$ cat src/include/usca_pkg.sv
// Constants shared by the shadow control alias block and its helpers.
// Assumes a 20 MHz bus clock and a 32-bit AXI4-Lite register bus.
package usca_pkg;
  // Bus widths
  localparam int ADDR_W = 32;
  localparam int DATA_W = 32;
  localparam int STRB_W = DATA_W / 8;

  // Register byte addresses
  localparam logic [ADDR_W-1:0] FIFO_CORE_SOFT_RESET_ADDR = 32'h5000_1188;
  localparam logic [ADDR_W-1:0] REQUEST_TO_SEND_ALIAS_ADDR = 32'h5000_118C;
  localparam logic [ADDR_W-1:0] BREAK_CONTROL_ALIAS_ADDR = 32'h5000_1190;
  localparam logic [ADDR_W-1:0] DMA_SIGNAL_MODE_ALIAS_ADDR = 32'h5000_1194;
  localparam logic [ADDR_W-1:0] LINE_OPTIONS_ADDR = 32'h5000_11C0;
  localparam logic [ADDR_W-1:0] ALIAS_STATUS_ADDR = 32'h5000_11C4;

  // Field positions
  localparam int TX_FLUSH_BIT = 2;
  localparam int RX_FLUSH_BIT = 1;
  localparam int SOFT_RESET_BIT = 0;
  localparam int ALIAS_BIT = 0;
  localparam int OPT_FIFO_EN_BIT = 0;
  localparam int OPT_AUTO_FLOW_BIT = 1;
  localparam int OPT_LOOPBACK_BIT = 2;
  localparam int OPT_IR_MODE_BIT = 3;
  localparam int OPT_RX_TRIG_LSB = 4;
  localparam int STAT_LEVEL_LSB = 0;
  localparam int STAT_ABOVE_BIT = 8;
  localparam int STAT_CTRL_RST_BIT = 9;

  // Receive FIFO geometry and trigger selections
  localparam int FIFO_DEPTH = 16;
  localparam int FILL_W = 5;
  localparam logic [1:0] TRIG_ONE_CHAR = 2'h0;
  localparam logic [1:0] TRIG_QUARTER = 2'h1;
  localparam logic [1:0] TRIG_HALF = 2'h2;
  localparam logic [FILL_W-1:0] LEVEL_ONE = 5'h01;
  localparam logic [FILL_W-1:0] LEVEL_QUARTER = 5'h04;
  localparam logic [FILL_W-1:0] LEVEL_HALF = 5'h08;
  localparam logic [FILL_W-1:0] LEVEL_TWO_LESS = 5'h0E;

  // Reset values
  localparam logic ALIAS_RESET = 1'h0;
  localparam logic [1:0] TRIG_RESET = 2'h0;

  // Bus responses
  localparam logic [1:0] RESP_OKAY = 2'h0;
  localparam logic [1:0] RESP_SLVERR = 2'h2;

  // Infrared break pulsing: period is a longest time, pulse a least time
  localparam int CLK_NS = 50;
  localparam int IR_PERIOD_NS = 8680;
  localparam int IR_PULSE_NS = 1630;
  localparam int IR_CNT_W = 8;
  localparam int IR_PERIOD_CYC = IR_PERIOD_NS / CLK_NS;
  localparam int IR_PULSE_CYC = (IR_PULSE_NS + CLK_NS - 1) / CLK_NS;
endpackage

$ cat src/rtl/usca_axil.sv
// AXI4-Lite slave front end: one write and one read in flight at a time.
// Assumes the owner decodes addresses combinationally and answers ok flags.
`timescale 1ns/1ns
module usca_axil
  import usca_pkg::*;
(
  // Clock and reset
  input  wire logic                          clk,
  input  wire logic                          rst,
  // Write channels
  input  wire logic [usca_pkg::ADDR_W-1:0]   awaddr,
  input  wire logic                          awvalid,
  output logic                               awready,
  input  wire logic [usca_pkg::DATA_W-1:0]   wdata,
  input  wire logic [usca_pkg::STRB_W-1:0]   wstrb,
  input  wire logic                          wvalid,
  output logic                               wready,
  output logic [1:0]                         bresp,
  output logic                               bvalid,
  input  wire logic                          bready,
  // Read channels
  input  wire logic [usca_pkg::ADDR_W-1:0]   araddr,
  input  wire logic                          arvalid,
  output logic                               arready,
  output logic [usca_pkg::DATA_W-1:0]        rdata,
  output logic [1:0]                         rresp,
  output logic                               rvalid,
  input  wire logic                          rready,
  // Register side
  output logic                               wr_en,
  output logic [usca_pkg::ADDR_W-1:0]        wr_addr,
  output logic [usca_pkg::DATA_W-1:0]        wr_data,
  output logic [usca_pkg::STRB_W-1:0]        wr_strb,
  input  wire logic                          wr_ok,
  output logic                               rd_en,
  input  wire logic [usca_pkg::DATA_W-1:0]   rd_data,
  input  wire logic                          rd_ok
);
  typedef struct packed {
    logic              aw_got;
    logic [ADDR_W-1:0] aw_addr;
    logic              w_got;
    logic [DATA_W-1:0] w_data;
    logic [STRB_W-1:0] w_strb;
    logic              awrdy;
    logic              wrdy;
    logic              bvld;
    logic [1:0]        bres;
    logic              arrdy;
    logic              rvld;
    logic [DATA_W-1:0] rdat;
    logic [1:0]        rres;
  } usca_ax_t;

  usca_ax_t st_reg;
  usca_ax_t st_next;

  // Address and data are latched in either order; the write fires once both are held
  always_comb begin
    st_next = st_reg;
    wr_en = 1'b0;
    rd_en = 1'b0;
    if (awvalid && st_reg.awrdy) begin
      st_next.aw_got = 1'b1;
      st_next.aw_addr = awaddr;
    end
    if (wvalid && st_reg.wrdy) begin
      st_next.w_got = 1'b1;
      st_next.w_data = wdata;
      st_next.w_strb = wstrb;
    end
    if (st_reg.bvld && bready) begin
      st_next.bvld = 1'b0;
    end
    if (st_reg.aw_got && st_reg.w_got && !st_reg.bvld) begin
      wr_en = 1'b1;
      st_next.aw_got = 1'b0;
      st_next.w_got = 1'b0;
      st_next.bvld = 1'b1;
      st_next.bres = wr_ok ? RESP_OKAY : RESP_SLVERR;
    end
    // Readies are registered so they cannot ripple from the bus inputs
    st_next.awrdy = !st_next.aw_got && !st_next.bvld;
    st_next.wrdy = !st_next.w_got && !st_next.bvld;
    if (st_reg.rvld && rready) begin
      st_next.rvld = 1'b0;
    end
    if (arvalid && st_reg.arrdy) begin
      rd_en = 1'b1;
      st_next.rvld = 1'b1;
      st_next.rdat = rd_data;
      st_next.rres = rd_ok ? RESP_OKAY : RESP_SLVERR;
    end
    st_next.arrdy = !st_next.rvld && !(arvalid && st_reg.arrdy);
    if (rst) begin
      st_next = '0;
    end
  end

  // State register
  always_ff @(posedge clk) begin
    st_reg <= st_next;
  end

  // Outputs straight from state
  assign awready = st_reg.awrdy;
  assign wready = st_reg.wrdy;
  assign bvalid = st_reg.bvld;
  assign bresp = st_reg.bres;
  assign arready = st_reg.arrdy;
  assign rvalid = st_reg.rvld;
  assign rdata = st_reg.rdat;
  assign rresp = st_reg.rres;
  assign wr_addr = st_reg.aw_addr;
  assign wr_data = st_reg.w_data;
  assign wr_strb = st_reg.w_strb;
endmodule

$ cat src/rtl/usca_rst_sync.sv
// Reset stretcher: asserts at once on its async request, releases on the clock.
// Assumes arst comes from a flip-flop on the same clock, free of glitches.
`timescale 1ns/1ns
module usca_rst_sync (
  // Clock and resets
  input  wire logic clk,
  input  wire logic rst,
  input  wire logic arst,
  // Stretched reset
  output logic      rst_out
);
  typedef struct packed {
    logic [1:0] stg;
  } usca_rs_t;

  usca_rs_t st_reg;
  usca_rs_t st_next;

  // Shift zeros in so the release lands two edges after the request drops
  always_comb begin
    st_next = st_reg;
    st_next.stg = {st_reg.stg[0], 1'b0};
    if (rst) begin
      st_next.stg = '1;
    end
  end

  // Asynchronous set, synchronous release
  always_ff @(posedge clk or posedge arst) begin
    if (arst) begin
      st_reg <= '1;
    end else begin
      st_reg <= st_next;
    end
  end

  assign rst_out = st_reg.stg[1];
endmodule

$ cat src/rtl/usca_top.sv
// Shadow control aliases of a UART controller: flushes, soft reset, line pins.
// Assumes the serial engine and FIFOs sit outside and run on MCLK.
//
// Behaviour
// - Writing one to the transmit flush bit empties the transmit queue pointers.
// - Writing one to the receive flush bit empties the receive queue pointers.
// - Both flush bits clear themselves after one cycle.
// - Soft reset bit asserts controller reset asynchronously, releases it on the clock.
// - Soft reset resets both the bus-side and serial-side logic.
// - Request alias bit is the modem request bit and drives the request pin.
// - Without auto flow and outside loopback, a set request bit drives the active-low pin low.
// - With auto flow and FIFOs on, a reached receive threshold forces request high.
// - In loopback the request pin stays high; the bit loops to the modem input.
// - Break alias bit is the same storage as the line control break bit.
// - Outside loopback a set break holds the transmit line at zero.
// - Outside loopback, in infrared mode a set break pulses the infrared output continuously.
// - In loopback a set break is fed to the receiver, not the line.
// - DMA mode alias bit selects signalling mode zero or one for requests.
// - FIFO enable gates both FIFOs; clearing it resets both FIFO controllers.
// - Receive trigger selects the fill level for interrupts, DMA and auto request.
`timescale 1ns/1ns
module usca_top
  import usca_pkg::*;
(
  // Clock and reset
  input  wire logic                                 MCLK,
  input  wire logic                                 RESET,
  // AXI4-Lite register bus
  input  wire logic [usca_pkg::ADDR_W-1:0]          S_AXI_AWADDR,
  input  wire logic                                 S_AXI_AWVALID,
  output logic                                      S_AXI_AWREADY,
  input  wire logic [usca_pkg::DATA_W-1:0]          S_AXI_WDATA,
  input  wire logic [usca_pkg::STRB_W-1:0]          S_AXI_WSTRB,
  input  wire logic                                 S_AXI_WVALID,
  output logic                                      S_AXI_WREADY,
  output logic [1:0]                                S_AXI_BRESP,
  output logic                                      S_AXI_BVALID,
  input  wire logic                                 S_AXI_BREADY,
  input  wire logic [usca_pkg::ADDR_W-1:0]          S_AXI_ARADDR,
  input  wire logic                                 S_AXI_ARVALID,
  output logic                                      S_AXI_ARREADY,
  output logic [usca_pkg::DATA_W-1:0]               S_AXI_RDATA,
  output logic [1:0]                                S_AXI_RRESP,
  output logic                                      S_AXI_RVALID,
  input  wire logic                                 S_AXI_RREADY,
  // Serial engine and FIFO side
  input  wire logic                                 SER_TXD,
  input  wire logic [usca_pkg::FILL_W-1:0]          RX_FILL_LEVEL,
  output logic                                      TX_FIFO_FLUSH,
  output logic                                      RX_FIFO_FLUSH,
  output logic                                      FIFO_ENABLE,
  output logic [1:0]                                RX_TRIGGER,
  output logic                                      DMA_MODE,
  output logic                                      RX_LINE,
  output logic                                      LOOP_CTS,
  // Controller resets
  output logic                                      CTRL_RESET,
  output logic                                      SER_RESET,
  // Pins
  input  wire logic                                 SIN,
  output logic                                      SOUT,
  output logic                                      RTS_N,
  output logic                                      IR_OUT_N
);
  typedef struct packed {
    logic                rts;
    logic                brk;
    logic                dma_mode;
    logic                fifo_en;
    logic                auto_flow;
    logic                loopback;
    logic                ir_mode;
    logic [1:0]          rx_trig;
    logic                tx_flush;
    logic                rx_flush;
    logic                soft_req;
    logic                sin_meta;
    logic                sin_sync;
    logic                rts_n;
    logic                sout;
    logic                rx_line;
    logic                loop_cts;
    logic                ir_out_n;
    logic [IR_CNT_W-1:0] ir_cnt;
  } usca_st_t;

  usca_st_t st_reg;
  usca_st_t st_next;

  logic              wr_en;
  logic [ADDR_W-1:0] wr_addr;
  logic [DATA_W-1:0] wr_data;
  logic [STRB_W-1:0] wr_strb;
  logic              wr_ok;
  logic              rd_en;
  logic [DATA_W-1:0] rd_data;
  logic              rd_ok;
  logic              wr_lane0;
  logic              tx_cause;
  logic              rx_cause;
  logic              above;
  logic [FILL_W-1:0] thresh;
  logic              ir_burst;
  logic              fen_drop;

  // Bus front end
  usca_axil u_axil (
    .clk     (MCLK),
    .rst     (RESET),
    .awaddr  (S_AXI_AWADDR),
    .awvalid (S_AXI_AWVALID),
    .awready (S_AXI_AWREADY),
    .wdata   (S_AXI_WDATA),
    .wstrb   (S_AXI_WSTRB),
    .wvalid  (S_AXI_WVALID),
    .wready  (S_AXI_WREADY),
    .bresp   (S_AXI_BRESP),
    .bvalid  (S_AXI_BVALID),
    .bready  (S_AXI_BREADY),
    .araddr  (S_AXI_ARADDR),
    .arvalid (S_AXI_ARVALID),
    .arready (S_AXI_ARREADY),
    .rdata   (S_AXI_RDATA),
    .rresp   (S_AXI_RRESP),
    .rvalid  (S_AXI_RVALID),
    .rready  (S_AXI_RREADY),
    .wr_en   (wr_en),
    .wr_addr (wr_addr),
    .wr_data (wr_data),
    .wr_strb (wr_strb),
    .wr_ok   (wr_ok),
    .rd_en   (rd_en),
    .rd_data (rd_data),
    .rd_ok   (rd_ok)
  );

  // Soft reset, one stretcher each for the bus-side and serial-side resets, both on MCLK
  usca_rst_sync u_ctrl_rst (
    .clk     (MCLK),
    .rst     (RESET),
    .arst    (st_reg.soft_req),
    .rst_out (CTRL_RESET)
  );

  usca_rst_sync u_ser_rst (
    .clk     (MCLK),
    .rst     (RESET),
    .arst    (st_reg.soft_req),
    .rst_out (SER_RESET)
  );

  // Address decode: every mapped register answers OKAY, anything else SLVERR
  assign wr_ok = (wr_addr == FIFO_CORE_SOFT_RESET_ADDR) || (wr_addr == REQUEST_TO_SEND_ALIAS_ADDR)
              || (wr_addr == BREAK_CONTROL_ALIAS_ADDR) || (wr_addr == DMA_SIGNAL_MODE_ALIAS_ADDR)
              || (wr_addr == LINE_OPTIONS_ADDR) || (wr_addr == ALIAS_STATUS_ADDR);
  assign wr_lane0 = wr_en && wr_strb[0];

  // Read mux; write-only and reserved bits return zero
  always_comb begin
    rd_data = '0;
    rd_ok = 1'b1;
    case (S_AXI_ARADDR)
      FIFO_CORE_SOFT_RESET_ADDR: rd_data = '0;
      REQUEST_TO_SEND_ALIAS_ADDR: rd_data[ALIAS_BIT] = st_reg.rts;
      BREAK_CONTROL_ALIAS_ADDR: rd_data[ALIAS_BIT] = st_reg.brk;
      DMA_SIGNAL_MODE_ALIAS_ADDR: rd_data[ALIAS_BIT] = st_reg.dma_mode;
      LINE_OPTIONS_ADDR: begin
        rd_data[OPT_FIFO_EN_BIT] = st_reg.fifo_en;
        rd_data[OPT_AUTO_FLOW_BIT] = st_reg.auto_flow;
        rd_data[OPT_LOOPBACK_BIT] = st_reg.loopback;
        rd_data[OPT_IR_MODE_BIT] = st_reg.ir_mode;
        rd_data[OPT_RX_TRIG_LSB +: 2] = st_reg.rx_trig;
      end
      ALIAS_STATUS_ADDR: begin
        rd_data[STAT_LEVEL_LSB +: FILL_W] = RX_FILL_LEVEL;
        rd_data[STAT_ABOVE_BIT] = above;
        rd_data[STAT_CTRL_RST_BIT] = CTRL_RESET;
      end
      default: rd_ok = 1'b0;
    endcase
  end

  // Receive threshold from the trigger selection
  always_comb begin
    case (st_reg.rx_trig)
      TRIG_ONE_CHAR: thresh = LEVEL_ONE;
      TRIG_QUARTER: thresh = LEVEL_QUARTER;
      TRIG_HALF: thresh = LEVEL_HALF;
      default: thresh = LEVEL_TWO_LESS;
    endcase
  end
  assign above = RX_FILL_LEVEL >= thresh;

  // Flush causes: a software request or FIFO enable falling
  // The fall is decoded from its own causes, so nothing loops back through the next state
  assign fen_drop = st_reg.fifo_en && (CTRL_RESET || (wr_lane0 && wr_addr == LINE_OPTIONS_ADDR
                 && !wr_data[OPT_FIFO_EN_BIT]));
  assign tx_cause = (wr_lane0 && wr_addr == FIFO_CORE_SOFT_RESET_ADDR && wr_data[TX_FLUSH_BIT])
                 || fen_drop;
  assign rx_cause = (wr_lane0 && wr_addr == FIFO_CORE_SOFT_RESET_ADDR && wr_data[RX_FLUSH_BIT])
                 || fen_drop;
  assign ir_burst = st_reg.ir_mode && st_reg.brk && !st_reg.loopback;

  // Next state of alias storage and pins
  always_comb begin
    st_next = st_reg;
    if (wr_lane0) begin
      case (wr_addr)
        REQUEST_TO_SEND_ALIAS_ADDR: st_next.rts = wr_data[ALIAS_BIT];
        BREAK_CONTROL_ALIAS_ADDR: st_next.brk = wr_data[ALIAS_BIT];
        DMA_SIGNAL_MODE_ALIAS_ADDR: st_next.dma_mode = wr_data[ALIAS_BIT];
        LINE_OPTIONS_ADDR: begin
          st_next.fifo_en = wr_data[OPT_FIFO_EN_BIT];
          st_next.auto_flow = wr_data[OPT_AUTO_FLOW_BIT];
          st_next.loopback = wr_data[OPT_LOOPBACK_BIT];
          st_next.ir_mode = wr_data[OPT_IR_MODE_BIT];
          st_next.rx_trig = wr_data[OPT_RX_TRIG_LSB +: 2];
        end
        default: st_next.rts = st_reg.rts;
      endcase
    end
    // A controller reset clears the control words the aliases stand for
    if (CTRL_RESET) begin
      st_next.rts = ALIAS_RESET;
      st_next.brk = ALIAS_RESET;
      st_next.dma_mode = ALIAS_RESET;
      st_next.fifo_en = ALIAS_RESET;
      st_next.auto_flow = ALIAS_RESET;
      st_next.loopback = ALIAS_RESET;
      st_next.ir_mode = ALIAS_RESET;
      st_next.rx_trig = TRIG_RESET;
    end
    // Flushes last one cycle, so software never writes zero to end them
    st_next.tx_flush = tx_cause;
    st_next.rx_flush = rx_cause;
    st_next.soft_req = wr_lane0 && wr_addr == FIFO_CORE_SOFT_RESET_ADDR
                    && wr_data[SOFT_RESET_BIT];
    // Receive pin synchroniser
    st_next.sin_meta = SIN;
    st_next.sin_sync = st_reg.sin_meta;
    // Request pin: loopback forces it idle, auto flow gates it on threshold
    if (st_reg.loopback) begin
      st_next.rts_n = 1'b1;
    end else if (st_reg.auto_flow && st_reg.fifo_en && above) begin
      st_next.rts_n = 1'b1;
    end else begin
      st_next.rts_n = !st_reg.rts;
    end
    st_next.loop_cts = st_reg.loopback && st_reg.rts;
    // Transmit line: break holds it low outside loopback
    if (st_reg.loopback) begin
      st_next.sout = 1'b1;
      st_next.rx_line = st_reg.brk ? 1'b0 : SER_TXD;
    end else begin
      st_next.sout = st_reg.brk ? 1'b0 : SER_TXD;
      st_next.rx_line = st_reg.sin_sync;
    end
    // Infrared output pulses low once per period for as long as break stands
    if (ir_burst) begin
      st_next.ir_cnt = (st_reg.ir_cnt == IR_CNT_W'(IR_PERIOD_CYC - 1)) ? '0
                     : st_reg.ir_cnt + 1'b1;
      st_next.ir_out_n = !(st_reg.ir_cnt < IR_CNT_W'(IR_PULSE_CYC));
    end else begin
      st_next.ir_cnt = '0;
      st_next.ir_out_n = 1'b1;
    end
    if (RESET) begin
      st_next = '0;
      st_next.rts_n = 1'b1;
      st_next.sout = 1'b1;
      st_next.rx_line = 1'b1;
      st_next.ir_out_n = 1'b1;
      st_next.sin_meta = 1'b1;
      st_next.sin_sync = 1'b1;
    end
  end

  // State register
  always_ff @(posedge MCLK) begin
    st_reg <= st_next;
  end

  // Outputs straight from state
  assign TX_FIFO_FLUSH = st_reg.tx_flush;
  assign RX_FIFO_FLUSH = st_reg.rx_flush;
  assign FIFO_ENABLE = st_reg.fifo_en;
  assign RX_TRIGGER = st_reg.rx_trig;
  assign DMA_MODE = st_reg.dma_mode;
  assign RX_LINE = st_reg.rx_line;
  assign LOOP_CTS = st_reg.loop_cts;
  assign SOUT = st_reg.sout;
  assign RTS_N = st_reg.rts_n;
  assign IR_OUT_N = st_reg.ir_out_n;

  // Checks
  localparam int IR_WIN = IR_PERIOD_CYC + 2;
endmodule

$ cat config.mk
export PLATFORM = sky130hd
export DESIGN_NAME = usca_top
export DESIGN_NICKNAME = d
export VERILOG_FILES = /design/src/include/usca_pkg.sv /design/src/rtl/usca_axil.sv /design/src/rtl/usca_rst_sync.sv /design/src/rtl/usca_top.sv
export SDC_FILE = /design/constraint.sdc
export NUM_CORES = 1
export LEC_CHECK = 0
export BUFFER_PORTS_ARGS = -buffer_cell sky130_fd_sc_hd__buf_2
export CORE_UTILIZATION = 35
export CTS_BUF_LIST = sky130_fd_sc_hd__clkbuf_8 sky130_fd_sc_hd__clkbuf_16
export DETAILED_ROUTE_END_ITERATION = 6
export SYNTH_ARGS = -nofsm -noshare
export SYNTH_HDL_FRONTEND = slang
export SYNTH_SLANG_ARGS = --single-unit
$ cat constraint.sdc
create_clock -name MCLK -period 4.45 [get_ports MCLK]
set_input_delay 0.89 -clock MCLK [delete_from_list [all_inputs] [get_ports MCLK]]
set_output_delay 0.89 -clock MCLK [all_outputs]
set_load 0.01 [all_outputs]
==> flow_summary.ini <==
[synthesis]
synth_mux_area_share_pct = 3.726
yosys.area.top_type = dfxtp_1
synth_xor_area_share_pct = 1.799
synthFlopType = dfxtp_1
async_reset_ff_share_pct = 2.353
synth.cell_area_um2 = 3895
synth_cell_types = 52
synth_fa_ha_area_share_pct = 2.249
yosys.area_share.simple_pct = 27.85
avgSynthCellArea_um2 = 8.542
ys_ff_latch = 85
synth_top_family_by_area = simple AND/OR/NAND/NOR gates
synth_edf_count = 0
netlist.area_leader.share_pct = 42.66
syn_inst = 456
synth-seq-area-share_pct = 44.01
synthTopCellsByArea = dfxtp_1 43%, nand2_1 10%, buf_4 7.5%, a21oi_1 6.2%, mux2i_1 2.6%
synth_compound_area_share_pct = 9.765
ys.warnings.count = 0

[critical_path]
cp_max_fo = 13
cp-start-kind = input pin
worstSetupPathType = input pin to register
path_cells = buf_2 -> nand2_1 -> nor4b_2 -> nand4_1 -> o31ai_1
endpoint_kind = register
cp_num_buf_inv = 1
cpLargestDelayFamily = simple AND/OR/NAND/NOR gates
crit_slowest_cell = nor4b_2
max_stage_delay_ns = 0.70
crit_arrival_ns = 2.34
required_ns = 4.71

[timing]
drv_slew = 0
post-route-min-period_ns = 2.083
hold_viol = 0
fin_hold_ws_ns = 0.2084
setup_violations = 0
finClkSkew_ns = 0.01048
timing.final.crit_share_pct = 46.80
slew_headroom_pct = 26.69
fin_setup_tns_ns = 0
finalWorstSetupSlack_ns = 2.367
max_freq_mhz = 480.2
rsz0062_at_grt = no
worst_slew_pin_slew_ns = 1.100

[global_routing]
grt_max_degree = 42
grt_pass1_wl_um = 13950
grt_overflow = 0
track_usage_pct = 15.51
antenna_found_initial = 1
grt_pass1_vias = 2965

[placed_design]
hpwl_um = 6620
post-place-ws_ns = 1.980
postPlaceCellArea_um2 = 4360
place_congestion = 0.7633
port_buffers = 112
dp_cells = 674

[drt]
wl_per_cell_um = 12.65
postRouteAntennaNets = 0
drt-pass1-iter-count = 4
vias = 3276
route.detailed.drc = 0
drt_iter0_markers = 128
wl_um = 8728
viasPerCell = 4.748

[power_and_ir_drop]
pwr_density_cell_nw_per_um2 = 317.6
combPwrFrac_pct = 9.9
intPower_mw = 1.065
p_sw_share_pct = 26.10
p_sw_mw = 0.3761
p_seq_share_pct = 55.9
power.share.clock_pct = 34.2
vdd_ir_drop_max_mv = 0.1869
total_power_mw = 1.441
p_leak_nw = 1.873

[finish]
finalNonFillerCells = 690
final_common_cell = buf_2
layout-drive-gt1-share_pct = 28.18
largest_reg_flops = 32
num_antenna_cells = 0
syn_to_final_growth_pct = 16.51
nNetsFinal = 666
post-route-cell-area_um2 = 4538
final_cell_mix = 112 x buf_2, 105 x nand2_1, 83 x dfxtp_1
final_util_pct = 41.86

[clocking]
postCtsHoldBufs = 0
cts_made_buffers = 9
cts_root_buffer = clkbuf_8
cts-htree-levels = 3
clockBufferDepth = 2
cts_tree = done
clock_sinks = 85
cts_setup_buffers = 0
ctsResizeCount = 0
cts.clk_slew.worst_paths_ns = 0.09
clkLatencyLatePin_ns = 0.35

[min_path]
hp-class = register to async pin

[run]
drv_cap = 0

[die]
start_util_pct = 35.93
rows = 38
core-area_um2 = 10840
die_w_um = 107.5
ios = 168
die_height_um = 107.5
die-area_um2 = 11550

[status]
status = completed
[worst reg2reg max path: cells and delay by family (launching register included)]
family             cells  cell delay, ns
DFF                    1            0.39
and+or+nand+nor        3            1.18
AOI/OAI and AO/OA      1            0.22
[Yosys cell counts (2+ instances only)]
| master | n |
|---|---|
| o21ai_0 | 6 |
| dfxtp_1 | 83 |
| or2_2 | 3 |
| a21o_1 | 3 |
| nor2b_1 | 2 |
| nand2b_1 | 4 |
| xor2_1 | 7 |
| a31o_2 | 3 |
| nor2_1 | 18 |
| and3_1 | 4 |
| and2_1 | 3 |
| nand3_1 | 11 |
| nor4bb_1 | 4 |
| buf_4 | 39 |
| mux2_2 | 4 |
| nor4_2 | 2 |
| dfstp_2 | 2 |
| nor3_1 | 8 |
| nor4_4 | 2 |
| and4_1 | 2 |
| buf_1 | 4 |
| and4bb_2 | 2 |
| ha_1 | 7 |
| a31oi_1 | 2 |
| inv_1 | 10 |
| nor4_1 | 8 |
| nand2_1 | 105 |
| nand4_1 | 10 |
| nand4_2 | 2 |
| nor4b_2 | 2 |
| mux2i_1 | 10 |
| a21oi_1 | 48 |
| clkbuf_1 | 17 |
[metal layers]
layer	part of all wire (%)	GRT usage, %	vias up
li1	-	-	1671
met1	44	18.74	1467
met2	46	26.10	129
met3	8.9	5.206	7
met4	0.74	4.305	2
met5	0.14	0	-
[final cells by class]
class	count	area (µm²)
Fill cell	1119	6302
Multi-Input combinational cell	326	1866
Sequential cell	85	1714
Timing Repair Buffer	113	568.0
Tap cell	140	175.2
Clock buffer	10	137.6
Clock inverter	6	40.04
Inverter	10	37.54
[logic make-up (layout without fill, tap and decap cells)]
logic type	after synthesis	count (layout)
xor+xnor	8	8
other cells	1	26
flops	85	85
simple gates	203	203
compound gates	68	68
mux	14	14
fa+ha+maj	7	7
buf+inv	70	139
[final timing paths]
check	startpoint	endpoint	slack, ns	depth (start not counted)
max	S_AXI_ARVALID	u_axil.rdata[8]$_SDFFE_PP0P_	2.37	5
min	st_reg[15]$_SDFF_PP0_	u_ctrl_rst.st_reg[1]$_DFF_PP1_	0.21	1
max reg2reg	u_axil.arready$_SDFF_PP0_	u_axil.rdata[8]$_SDFFE_PP0P_	2.59	4
min reg2reg	st_reg[15]$_SDFF_PP0_	u_ctrl_rst.st_reg[1]$_DFF_PP1_	0.21	1
max in group asynchronous	st_reg[15]$_SDFF_PP0_	u_ser_rst.st_reg[0]$_DFF_PP1_	4.22	1
min in group MCLK	st_reg[14]$_SDFF_PP1_	st_reg[13]$_SDFF_PP1_	0.42	1
[power by group through the flow]
| stage | Combinational, mW | Clock, mW | Sequential [mW] |
|---|---|---|---|
| final | 0.143 | 0.493 | 0.806 |
| after global placement | 0.141 | 0 | 0.823 |
| after CTS | 0.145 | 0.512 | 0.806 |
| after global routing | 0.162 | 0.554 | 0.810 |
| after detailed placement | 0.144 | 0 | 0.824 |
| after floorplan | 0.104 | 0 | 0.819 |
No activity file was read; power rests on OpenSTA's default activity.
